===== config.mk =====
export PLATFORM = sky130hd
export DESIGN_NAME = stage_cfg_bank
export DESIGN_NICKNAME = d
export VERILOG_FILES = /design/src/include/stage_cfg_pkg.sv /design/src/rtl/stage_cfg_bank.sv
export SDC_FILE = /design/constraint.sdc
export NUM_CORES = 1
export LEC_CHECK = 0
export BUFFER_PORTS_ARGS = -buffer_cell sky130_fd_sc_hd__buf_2
export CORE_MARGIN = 2
export CORE_UTILIZATION = 30
export DETAILED_ROUTE_END_ITERATION = 6
export PLACE_DENSITY_LB_ADDON = 0.2
export SLEW_MARGIN = 20
export SYNTH_ARGS = -nofsm -noshare
export SYNTH_HDL_FRONTEND = slang
export SYNTH_SLANG_ARGS = --single-unit

===== constraint.sdc =====
create_clock -name clock -period 1.9 [get_ports clock]
set_input_delay 0.38 -clock clock [delete_from_list [all_inputs] [get_ports clock]]
set_output_delay 0.38 -clock clock [all_outputs]
set_load 0.03 [all_outputs]

===== src/include/stage_cfg_pkg.sv =====
// Register layout and field constants for the per-stage configuration bank
package stage_cfg_pkg;
    localparam int num_stages = 8;
    localparam int addr_width = 8;
    localparam int data_width = 16;
    // Word index of each stage's block and the three registers within it
    localparam logic [7:0] stage_base = 8'h00;
    localparam logic [7:0] stage_stride = 8'h04;
    localparam logic [1:0] off_input7_route = 2'h0;
    localparam logic [1:0] off_frontend_offset = 2'h1;
    localparam logic [1:0] off_thresh_sens = 2'h2;
    localparam logic [15:0] reset_value = 16'h0000;
    // Input-7 setup fields
    localparam int route_lsb = 0;
    localparam int se_lsb = 12;
    localparam int neg_off_bit = 14;
    localparam int pos_off_bit = 15;
    localparam logic [15:0] route_spare_mask = 16'h0ffc;
    // Offset fields
    localparam int neg_amt_lsb = 0;
    localparam int neg_swap_bit = 7;
    localparam int pos_amt_lsb = 8;
    localparam int pos_swap_bit = 15;
    // Sensitivity fields
    localparam int neg_sens_lsb = 0;
    localparam int neg_peak_lsb = 4;
    localparam int pos_sens_lsb = 8;
    localparam int pos_peak_lsb = 12;
    localparam logic [2:0] peak_max_code = 3'h5;
    // Route codes for sense input 7
    localparam logic [1:0] route_open = 2'h0;
    localparam logic [1:0] route_neg = 2'h1;
    localparam logic [1:0] route_pos = 2'h2;
    localparam logic [1:0] route_bias = 2'h3;
    // Measurement type codes
    localparam logic [1:0] se_invalid = 2'h0;
    localparam logic [1:0] se_pos = 2'h1;
    localparam logic [1:0] se_neg = 2'h2;
    localparam logic [1:0] se_diff = 2'h3;
endpackage


===== src/rtl/stage_cfg_bank.sv =====
// Per-stage configuration bank with decoded front-end controls
// Operation
// - Input 7 route code: open, negative, positive or bias per stage.
// - Bits 13:12 select single-ended or differential type; code 00 invalid.
// - Bit 14 high disables the negative front-end offset.
// - Bit 15 high disables the positive front-end offset.
// - Bits 5:0 set the negative offset amount, 0.32 pF per count.
// - Bits 13:8 set the positive offset amount, 0.32 pF per count.
// - Bit 7 moves the negative offset to the positive input.
// - Bit 15 moves the positive offset to the negative input.
// - Bits 3:0 select one of sixteen negative threshold percentages.
// - Bits 11:8 select the positive threshold with the same table.
// - Bits 6:4 select the negative peak level, 40 to 90 percent.
// - Bits 14:12 select the positive peak level, same table.
// - Each of eight stages holds its own three registers.
`timescale 1ns/1ps
`default_nettype none
module stage_cfg_bank (
    input wire logic clock,
    input wire logic rstn,
    input wire logic [7:0] address,
    input wire logic [15:0] write_data,
    input wire logic write_strobe,
    input wire logic read_strobe,
    output logic [15:0] read_data,
    input wire logic [2:0] active_stage,
    output logic [1:0] input7_route_sel,
    output logic input7_to_neg,
    output logic input7_to_pos,
    output logic input7_to_bias,
    output logic [1:0] single_ended_route_sel,
    output logic mode_invalid,
    output logic neg_offset_on,
    output logic pos_offset_on,
    output logic [5:0] neg_offset_amount,
    output logic [5:0] pos_offset_amount,
    output logic [5:0] offset_to_pos_input,
    output logic [5:0] offset_to_neg_input,
    output logic [3:0] neg_thresh_sens,
    output logic [3:0] pos_thresh_sens,
    output logic [2:0] neg_peak_level,
    output logic [2:0] pos_peak_level
);
    // ------------------------------------------------------------
    // Register storage and bus access
    // ------------------------------------------------------------
    logic [15:0] route_reg [stage_cfg_pkg::num_stages];
    logic [15:0] offset_reg [stage_cfg_pkg::num_stages];
    logic [15:0] sens_reg [stage_cfg_pkg::num_stages];
    logic [15:0] next_route_reg [stage_cfg_pkg::num_stages];
    logic [15:0] next_offset_reg [stage_cfg_pkg::num_stages];
    logic [15:0] next_sens_reg [stage_cfg_pkg::num_stages];
    logic [15:0] next_read_data;
    logic [7:0] rel_addr;
    logic [2:0] sel_stage;
    logic [1:0] sel_reg;
    logic in_range;

    assign rel_addr = address - stage_cfg_pkg::stage_base;
    assign sel_stage = rel_addr[4:2];
    assign sel_reg = rel_addr[1:0];
    assign in_range = (rel_addr[7:5] == 3'h0) && (sel_reg != 2'h3);

    // Per-stage copies written by address
    // independent stage copies
    always_comb begin
        for (int i = 0; i < stage_cfg_pkg::num_stages; i++) begin
            next_route_reg[i] = route_reg[i];
            next_offset_reg[i] = offset_reg[i];
            next_sens_reg[i] = sens_reg[i];
        end
        if (write_strobe && in_range) begin
            case (sel_reg)
                stage_cfg_pkg::off_input7_route: begin
                    next_route_reg[sel_stage] = write_data;
                end
                stage_cfg_pkg::off_frontend_offset: begin
                    next_offset_reg[sel_stage] = write_data;
                end
                stage_cfg_pkg::off_thresh_sens: begin
                    next_sens_reg[sel_stage] = write_data;
                end
                default: begin
                end
            endcase
        end
    end

    // Read data, all bits as written; unmapped reads zero
    // spare bits read back
    always_comb begin
        next_read_data = 16'h0000;
        if (read_strobe && in_range) begin
            case (sel_reg)
                stage_cfg_pkg::off_input7_route: begin
                    next_read_data = route_reg[sel_stage];
                end
                stage_cfg_pkg::off_frontend_offset: begin
                    next_read_data = offset_reg[sel_stage];
                end
                stage_cfg_pkg::off_thresh_sens: begin
                    next_read_data = sens_reg[sel_stage];
                end
                default: begin
                    next_read_data = 16'h0000;
                end
            endcase
        end
    end

    always_ff @(posedge clock or negedge rstn) begin
        if (!rstn) begin
            for (int i = 0; i < stage_cfg_pkg::num_stages; i++) begin
                route_reg[i] <= stage_cfg_pkg::reset_value;
                offset_reg[i] <= stage_cfg_pkg::reset_value;
                sens_reg[i] <= stage_cfg_pkg::reset_value;
            end
            read_data <= 16'h0000;
        end else begin
            for (int i = 0; i < stage_cfg_pkg::num_stages; i++) begin
                route_reg[i] <= next_route_reg[i];
                offset_reg[i] <= next_offset_reg[i];
                sens_reg[i] <= next_sens_reg[i];
            end
            read_data <= next_read_data;
        end
    end

    // ------------------------------------------------------------
    // Field decode for the active stage
    // ------------------------------------------------------------
    logic [15:0] cur_route;
    logic [15:0] cur_offset;
    logic [15:0] cur_sens;
    logic [1:0] next_route_sel;
    logic [1:0] next_se_sel;
    logic next_neg_on;
    logic next_pos_on;
    logic [5:0] next_neg_amt;
    logic [5:0] next_pos_amt;
    logic [5:0] next_to_pos;
    logic [5:0] next_to_neg;
    logic [3:0] next_neg_sens;
    logic [3:0] next_pos_sens;
    logic [2:0] next_neg_peak;
    logic [2:0] next_pos_peak;
    logic [2:0] raw_neg_peak;
    logic [2:0] raw_pos_peak;

    assign cur_route = route_reg[active_stage];
    assign cur_offset = offset_reg[active_stage];
    assign cur_sens = sens_reg[active_stage];

    always_comb begin
        next_route_sel = cur_route[stage_cfg_pkg::route_lsb +: 2];
        next_se_sel = cur_route[stage_cfg_pkg::se_lsb +: 2];
        next_neg_on = !cur_route[stage_cfg_pkg::neg_off_bit];
        next_pos_on = !cur_route[stage_cfg_pkg::pos_off_bit];
        next_neg_amt = cur_offset[stage_cfg_pkg::neg_amt_lsb +: 6];
        next_pos_amt = cur_offset[stage_cfg_pkg::pos_amt_lsb +: 6];
        next_to_pos = 6'h00;
        next_to_neg = 6'h00;
        if (next_neg_on) begin
            if (cur_offset[stage_cfg_pkg::neg_swap_bit]) begin
                next_to_pos = next_neg_amt;
            end else begin
                next_to_neg = next_neg_amt;
            end
        end
        if (next_pos_on) begin
            if (cur_offset[stage_cfg_pkg::pos_swap_bit]) begin
                next_to_neg = next_to_neg | next_pos_amt;
            end else begin
                next_to_pos = next_to_pos | next_pos_amt;
            end
        end
        next_neg_sens = cur_sens[stage_cfg_pkg::neg_sens_lsb +: 4];
        next_pos_sens = cur_sens[stage_cfg_pkg::pos_sens_lsb +: 4];
        raw_neg_peak = cur_sens[stage_cfg_pkg::neg_peak_lsb +: 3];
        raw_pos_peak = cur_sens[stage_cfg_pkg::pos_peak_lsb +: 3];
        next_neg_peak = (raw_neg_peak > stage_cfg_pkg::peak_max_code) ?
            stage_cfg_pkg::peak_max_code : raw_neg_peak;
        next_pos_peak = (raw_pos_peak > stage_cfg_pkg::peak_max_code) ?
            stage_cfg_pkg::peak_max_code : raw_pos_peak;
    end

    always_ff @(posedge clock or negedge rstn) begin
        if (!rstn) begin
            input7_route_sel <= stage_cfg_pkg::route_open;
            single_ended_route_sel <= stage_cfg_pkg::se_invalid;
            neg_offset_on <= 1'b0;
            pos_offset_on <= 1'b0;
            neg_offset_amount <= 6'h00;
            pos_offset_amount <= 6'h00;
            offset_to_pos_input <= 6'h00;
            offset_to_neg_input <= 6'h00;
            neg_thresh_sens <= 4'h0;
            pos_thresh_sens <= 4'h0;
            neg_peak_level <= 3'h0;
            pos_peak_level <= 3'h0;
        end else begin
            input7_route_sel <= next_route_sel;
            single_ended_route_sel <= next_se_sel;
            neg_offset_on <= next_neg_on;
            pos_offset_on <= next_pos_on;
            neg_offset_amount <= next_neg_amt;
            pos_offset_amount <= next_pos_amt;
            offset_to_pos_input <= next_to_pos;
            offset_to_neg_input <= next_to_neg;
            neg_thresh_sens <= next_neg_sens;
            pos_thresh_sens <= next_pos_sens;
            neg_peak_level <= next_neg_peak;
            pos_peak_level <= next_pos_peak;
        end
    end

    // Route strobes derived from the registered code
    // route decode
    assign input7_to_neg = (input7_route_sel == stage_cfg_pkg::route_neg);
    assign input7_to_pos = (input7_route_sel == stage_cfg_pkg::route_pos);
    assign input7_to_bias = (input7_route_sel == stage_cfg_pkg::route_bias);
    assign mode_invalid =
        (single_ended_route_sel == stage_cfg_pkg::se_invalid);

    // ------------------------------------------------------------
    // Checks
    // ------------------------------------------------------------
    AST_READBACK: assert property (
        @(posedge clock) disable iff (!rstn)
        (write_strobe && in_range) ##1 (read_strobe &&
            address == $past(address)) |=> read_data == $past(write_data, 2))
        else $error("read after write mismatch");
    AST_UNMAPPED: assert property (
        @(posedge clock) disable iff (!rstn)
        (read_strobe && !in_range) |=> read_data == 16'h0000)
        else $error("unmapped read not zero");
    AST_ROUTE: assert property (
        @(posedge clock) disable iff (!rstn)
        1'b1 |=> input7_route_sel == $past(cur_route[1:0]))
        else $error("route code not followed");
    AST_MODE: assert property (
        @(posedge clock) disable iff (!rstn)
        1'b1 |=> mode_invalid == ($past(cur_route[13:12]) == 2'h0))
        else $error("mode invalid flag wrong");
    AST_NEG_OFF: assert property (
        @(posedge clock) disable iff (!rstn)
        $past(cur_route[14]) |-> !neg_offset_on)
        else $error("negative offset not disabled");
    AST_POS_OFF: assert property (
        @(posedge clock) disable iff (!rstn)
        $past(cur_route[15]) |-> !pos_offset_on)
        else $error("positive offset not disabled");
    AST_NEG_AMT: assert property (
        @(posedge clock) disable iff (!rstn)
        1'b1 |=> neg_offset_amount == $past(cur_offset[5:0]))
        else $error("negative amount wrong");
    AST_POS_AMT: assert property (
        @(posedge clock) disable iff (!rstn)
        1'b1 |=> pos_offset_amount == $past(cur_offset[13:8]))
        else $error("positive amount wrong");
    AST_NEG_SWAP: assert property (
        @(posedge clock) disable iff (!rstn)
        (neg_offset_on && !pos_offset_on && $past(cur_offset[7]))
            |-> offset_to_pos_input == neg_offset_amount)
        else $error("negative swap wrong");
    AST_POS_SWAP: assert property (
        @(posedge clock) disable iff (!rstn)
        (pos_offset_on && !neg_offset_on && $past(cur_offset[15]))
            |-> offset_to_neg_input == pos_offset_amount)
        else $error("positive swap wrong");
    AST_SENS: assert property (
        @(posedge clock) disable iff (!rstn)
        1'b1 |=> neg_thresh_sens == $past(cur_sens[3:0]) &&
            pos_thresh_sens == $past(cur_sens[11:8]))
        else $error("threshold code wrong");
    AST_PEAK: assert property (
        @(posedge clock) disable iff (!rstn)
        neg_peak_level <= 3'h5 && pos_peak_level <= 3'h5)
        else $error("peak level beyond clamp");
    AST_NEG_ON: assert property (
        @(posedge clock) disable iff (!rstn)
        1'b1 |=> neg_offset_on == !$past(cur_route[14]))
        else $error("negative offset enable wrong");
    AST_POS_ON: assert property (
        @(posedge clock) disable iff (!rstn)
        1'b1 |=> pos_offset_on == !$past(cur_route[15]))
        else $error("positive offset enable wrong");
    AST_OFF_GATE: assert property (
        @(posedge clock) disable iff (!rstn)
        (!neg_offset_on && !pos_offset_on) |->
            offset_to_pos_input == 6'h00 && offset_to_neg_input == 6'h00)
        else $error("disabled offsets still steered");
    AST_NEG_DIRECT: assert property (
        @(posedge clock) disable iff (!rstn)
        (neg_offset_on && !pos_offset_on && !$past(cur_offset[7])) |->
            offset_to_neg_input == neg_offset_amount &&
            offset_to_pos_input == 6'h00)
        else $error("negative offset not on negative input");
    AST_POS_DIRECT: assert property (
        @(posedge clock) disable iff (!rstn)
        (pos_offset_on && !neg_offset_on && !$past(cur_offset[15])) |->
            offset_to_pos_input == pos_offset_amount &&
            offset_to_neg_input == 6'h00)
        else $error("positive offset not on positive input");
    AST_NEG_PEAK: assert property (
        @(posedge clock) disable iff (!rstn)
        1'b1 |=> $past(cur_sens[6:4]) > 3'h5 ||
            neg_peak_level == $past(cur_sens[6:4]))
        else $error("negative peak level wrong");
    AST_POS_PEAK: assert property (
        @(posedge clock) disable iff (!rstn)
        1'b1 |=> $past(cur_sens[14:12]) > 3'h5 ||
            pos_peak_level == $past(cur_sens[14:12]))
        else $error("positive peak level wrong");
    AST_POS_SENS: assert property (
        @(posedge clock) disable iff (!rstn)
        1'b1 |=> pos_thresh_sens == $past(cur_sens[11:8]))
        else $error("positive threshold code wrong");
    AST_STAGE_HOLD: assert property (
        @(posedge clock) disable iff (!rstn)
        (write_strobe && in_range && sel_stage != active_stage) ##1
            $stable(active_stage) |-> $stable(cur_route) &&
            $stable(cur_offset) && $stable(cur_sens))
        else $error("write disturbed another stage");
    AST_READ_IDLE: assert property (
        @(posedge clock) disable iff (!rstn)
        !read_strobe |=> read_data == 16'h0000)
        else $error("read data not cleared");
endmodule
`default_nettype wire

## After elaboration in Yosys (flattened, before gate mapping)

Index checks and enable logic that the tools add are counted.

- Order comparisons: 5
- Eq/ne operators: 6
- Muxes and demuxes: 35
- Bitwise operators: 4
- Reduce and logical (&&, ||, !) cells: 12

Operators with widths:

| kind | count |
|---|---|
| 128-bit bitwise mux | 3 |
| 16-bit binary-select mux with 3-bit select | 6 |
| 16-bit two-way mux | 12 |
| 16-bit demux with 3-bit select | 1 |
| 6-bit two-way mux | 8 |
| 16-bit case mux with 3 select lines | 1 |
| 15-bit two-way mux | 2 |
| 6-bit OR | 2 |
| 4-bit greater-or-equal comparator, second input constant | 2 |
| 3-bit NOT with 4-bit output | 2 |
| 2-bit equality test, second input constant | 3 |
| 3-bit greater-than comparator, second input constant | 2 |
| 3-bit two-way mux | 2 |
| 2-bit AND reduction | 3 |
| 2-bit by 1-bit equality test with 1-bit output, second input constant | 2 |
| 1-bit logical AND | 4 |
| 2-bit logical NOT | 2 |
| 4-bit by 1-bit less-than comparator with 1-bit output, second input constant | 1 |
| 3-bit logical NOT | 1 |
| 1-bit logical NOT | 2 |
| 2-bit != test, second input constant | 1 |

- Bits in registers: 444
- Bits of input ports: 31
- Word-level logic and storage cells: 99

## Longest topological paths before layout

- Depth after elaboration: 9
- Mapped depth: 8

## Least setup slack after synthesis

Ideal clock, no wire load.

- Path type: input-to-reg
- Start: input port active_stage[0]
- End: register single_ended_route_sel[0]
- Arrival time: 1.748 ns
- Slack: 0.027 ns
- Stages: 5
- Path buffers: 3
- Path through: buf_2 buf_4 buf_2 mux4_2 mux2_2

- Cells in the longest elaborated chain, start to end: 4

RTL lines:

| item | line | text |
|---|---|---|
| start, declared | stage_cfg_bank.sv:26 | `input wire logic [2:0] active_stage,` |
| 3-bit NOT with 4-bit output (implied by the code) | stage_cfg_bank.sv:150 | `assign cur_route = route_reg[active_stage];` |
| 16-bit binary-select mux with 3-bit select | stage_cfg_bank.sv:150 |  |
| 16-bit two-way mux (implied by the code) (2 in a row) | stage_cfg_bank.sv:150 |  |
| via cur_route[12] | stage_cfg_bank.sv:132 | `logic [15:0] cur_route;` |
| end signal, assigned | stage_cfg_bank.sv:190 | `single_ended_route_sel <= stage_cfg_pkg::se_invalid;` |
| end signal, assigned | stage_cfg_bank.sv:203 | `single_ended_route_sel <= next_se_sel;` |
| end, declared | stage_cfg_bank.sv:31 | `output logic [1:0] single_ended_route_sel,` |

The timed path passes the listed nets, and every way through them passes these cells. The select of a mux whose other input is x is not followed.
A chain may end at the register's enable or synchronous reset.

## Worst setup path in the final report

- Start: register offset_reg[36] (netlist bit)
- End: register read_data[4]

- Cells in the longest elaborated chain, start to end: 5

RTL lines:

| item | line | text |
|---|---|---|
| start, declared | stage_cfg_bank.sv:48 | `logic [15:0] offset_reg [stage_cfg_pkg::num_stages];` |
| start signal, assigned by index | stage_cfg_bank.sv:115 | `offset_reg[i] <= stage_cfg_pkg::reset_value;` |
| start signal, assigned by index | stage_cfg_bank.sv:122 | `offset_reg[i] <= next_offset_reg[i];` |
| 16-bit binary-select mux with 3-bit select | stage_cfg_bank.sv:99 | `next_read_data = offset_reg[sel_stage];` |
| 16-bit two-way mux (implied by the code) (2 in a row) | stage_cfg_bank.sv:99 |  |
| 16-bit case mux with 3 select lines | stage_cfg_bank.sv:94 | `case (sel_reg)` |
| 16-bit two-way mux | stage_cfg_bank.sv:93 | `if (read_strobe && in_range) begin` |
| via next_read_data[4] | stage_cfg_bank.sv:53 | `logic [15:0] next_read_data;` |
| end signal, assigned | stage_cfg_bank.sv:125 | `read_data <= next_read_data;` |
| end, declared | stage_cfg_bank.sv:25 | `output logic [15:0] read_data,` |

The timed path passes the listed nets, and every way through them passes these cells. The select of a mux whose other input is x is not followed.

==> impl_results.md <==
* Status: completed
* Top Ports at 95
* Largest net degree at the start of global routing at 59
* Slowest Stage Delay on Critical Path at 0.47 ns
* Yosys top cell area share at 0.503
* Setup TNS Final at 0 ns
* Fill cells at 6835
* Synth top cells by count: dfrtp_1, mux2_2, mux4_2
* Starting density of the core at 0.303
* Max cap viols at 0
* Nets at 1620
* Hold Path Origin: active_stage[2]
* Max IR drop VDD at roughly 0.58 mV
* Worst reg2reg startpoint: offset_reg[36]$_DFFE_PN0P_
* RSZ-0062 raised after global routing: false
* Post-layout min period at 1.74 ns
* Register area share after synthesis at 0.503
* CP Data Arrival Time at approximately 2.2 ns
* Hold_ws at 0.260 ns
* Placement-stage cell area at 25300 sq um
* RePlAce Congestion at around 0.8
* HP Class: in2reg
* Worst rel slew slack at 0.507
* Adder-cell share of the synthesized area at 0
* Routed WL at 67400 um
* Clock skew after layout at 0.00805 ns
* Vias post-DR at 13200
* Top_reg_cell synth: dfrtp_1
* Multi-input gate area at 10200 sq um
* Number of clock sinks at 444
* DR vias/cell at 5.11
* Hold_buf cts at 1
* Yosys cell types at 49
* Hold path depth at 3
* Flop-to-flop setup slack at 0.16 ns
* Std cell rows at 99
* Core area at roughly 73000 sq um
* Layout cells sized above 1 at 0.585
* H-tree Lvls at 2
* 1st-iter DRT viols at 796
* Post-Synth Simple-Gate Area at 0.0326
* CTS buffer count at 52
* Most frequent cell after synthesis: dfrtp_1
* Reg area at 11100 sq um
* Gr usage total at 0.181
* CP Launch Type: register
* Pleak at 13.1 nW
* First-pass GRT wire length at 100000 um
* Cell taking the most area after synthesis: dfrtp_1
* Ys async rst share at 1.00
* Fmax at 575 MHz
* Fin crit share at 0.915
* PortBufs at 94
* Critical path required time at 2.35 ns
* Endpoint, Worst Hold: neg_offset_on$_DFF_PN0_
* Die Area at 75800 sq um
* Root Buffer: clkbuf_16
* Slowest CP cell: mux4_2
* Post-synthesis xor/xnor area fraction at 0
* Critical path peak fanout at 3
* Post-Syn Area at approximately 22000 sq um
* Setup bufs post-CTS at 0
* Area delta synth->final at 22.6%
* Mux contribution to synthesized area at 0.399
* DRC at 0
* EDFF count, synth at 0
* R2R cell count at 5
* RR Endpoint: read_data[4]$_DFF_PN0_
* Design Area, Final at 27100 sq um
* Dpl hpwl at 46400 um
* Syn Inst Count at 1376
* CP Cell Sequence: mux4_2 > mux2_2 > a22oi_1 > buf_4 > a21oi_1
* Syn. warnings at 0
* Post-synthesis compound-gate area fraction at 0.0275
* Power per cell area at 850 nW/um^2
* Drt wl/cell at ~26 um
* Final Hold Fails at 0
* Yosys reg bits at 444
* Overall Power at 23.0 mW
* GRT Residual Overflow at 0
* Slew of the pin with the lowest slew margin at 0.737 ns
* Clock Path Buffers at 3
* TritonCTS clock tree: done
* Die X-Extent at 275 um
* Die Y at roughly 280 um
* Syn Nets at 1407
* Total iterations of the first detailed-routing run at 5
* Fin util at 0.371
* Post-CTS Resized at 0
* Largest family of logic cells by synthesized area: multiplexers
* Vias in the first global route at 14400
* Initial antenna violation count at 2
* Reg clk slew, reported paths at about 0.06 ns
* Number of routed nets with antenna violations at 0
* CP Class: reg2reg
* Synth top area cells: dfrtp_1, mux2_2, mux4_2
* Final Max Slew Viols at 0
* CP Capture Type: register
* Clk_lat worst skew at 0.59 ns
* Avg Cell Area, Syn at 16.1 sq um
* Setup-failing EPs final at 0
routing by layer:
layer  share of wire  global-route usage
met1            0.44               0.240
met2            0.50               0.311
met4           0.020              0.0458
met3           0.037              0.0258
met5         0.00019                   0
how the worst max path moves through the flow:
stage | slack, ns | endpoint | start | depth (start not counted)
finish | 0.16 | read_data[4]$_DFF_PN0_ | offset_reg[36]$_DFFE_PN0P_ | 5
global route | 0.06 | offset_to_pos_input[3]$_DFF_PN0_ | route_reg[15]$_DFFE_PN0P_ | 6
CTS | 0.11 | read_data[6] | read_data[6]$_DFF_PN0_ | 1
detailed placement | -0.35 | read_data[15]$_DFF_PN0_ | address[2] | 6
global placement | -0.32 | read_data[1]$_DFF_PN0_ | address[2] | 6
floorplan | 0.03 | single_ended_route_sel[0]$_DFF_PN0_ | active_stage[0] | 5
kinds of logic (layout without fill, tap and decap cells):
logic type / after synthesis / in the layout
simple gates: 92 / 92
compound gates: 83 / 83
flops: 444 / 444
mux: 620 / 620
buf+inv: 137 / 388
other cells: 0 / 1
power by group:
part	switching (mW)	total, mW	internal [mW]
registers	0.295	10.2	9.91
logic	1.25	2.40	1.16
clock network	3.98	10.4	6.43
total	5.52	23.0	17.5
cell type report:
class                           instances  area share
Timing Repair Buffer                  277       0.102
Clock buffer                           79      0.0577
Antenna cell                            1   0.0000924
Tap cell                              959      0.0443
Clock inverter                         13     0.00794
Sequential cell                       444       0.410
Multi-Input combinational cell        795       0.375
Inverter                               19     0.00263
worst max-delay path, delay by kind of cell (launching register included):
| family | cells | cell delay, ns |
|---|---|---|
| AO/OA/AOI/OAI | 2 | 0.26 |
| buffers and inverters | 1 | 0.15 |
| flip-flops | 1 | 0.40 |
| multiplexers | 2 | 0.78 |
per-stage QoR:
stage / worst slack (ns) / instances
after global placement: -0.321 / 2493
after global routing: 0.0605 / 2586
final: 0.162 / 2587
after detailed placement: -0.351 / 2493
after floorplan: 0.0272 / 1376
after CTS: 0.114 / 2586
layout by cell type (no fill, tap or decap), types with 4 or more instances in the layout:
| master | n |
|---|---|
| nand2_4 | 11 |
| clkbuf_1 | 12 |
| mux2_1 | 36 |
| mux2_2 | 349 |
| buf_2 | 89 |
| bufinv_16 | 6 |
| a221o_1 | 6 |
| o2bb2ai_1 | 6 |
| nor4b_1 | 5 |
| nor2b_1 | 4 |
| nor3_1 | 7 |
| clkinv_2 | 7 |
| mux2_4 | 61 |
| nor2_2 | 8 |
| mux4_2 | 146 |
| clkbuf_8 | 14 |
| dfrtp_1 | 444 |
| o22ai_1 | 12 |
| a221oi_1 | 6 |
| clkbuf_16 | 53 |
| nand2_1 | 13 |
| nand2b_1 | 9 |
| buf_12 | 72 |
| mux2i_1 | 28 |
| a22oi_1 | 31 |
| inv_1 | 17 |
| nand3_4 | 6 |
| and2_1 | 4 |
| buf_4 | 113 |
| nor2_1 | 7 |
| a21oi_1 | 16 |
No activity file was read; power rests on OpenSTA's default activity.
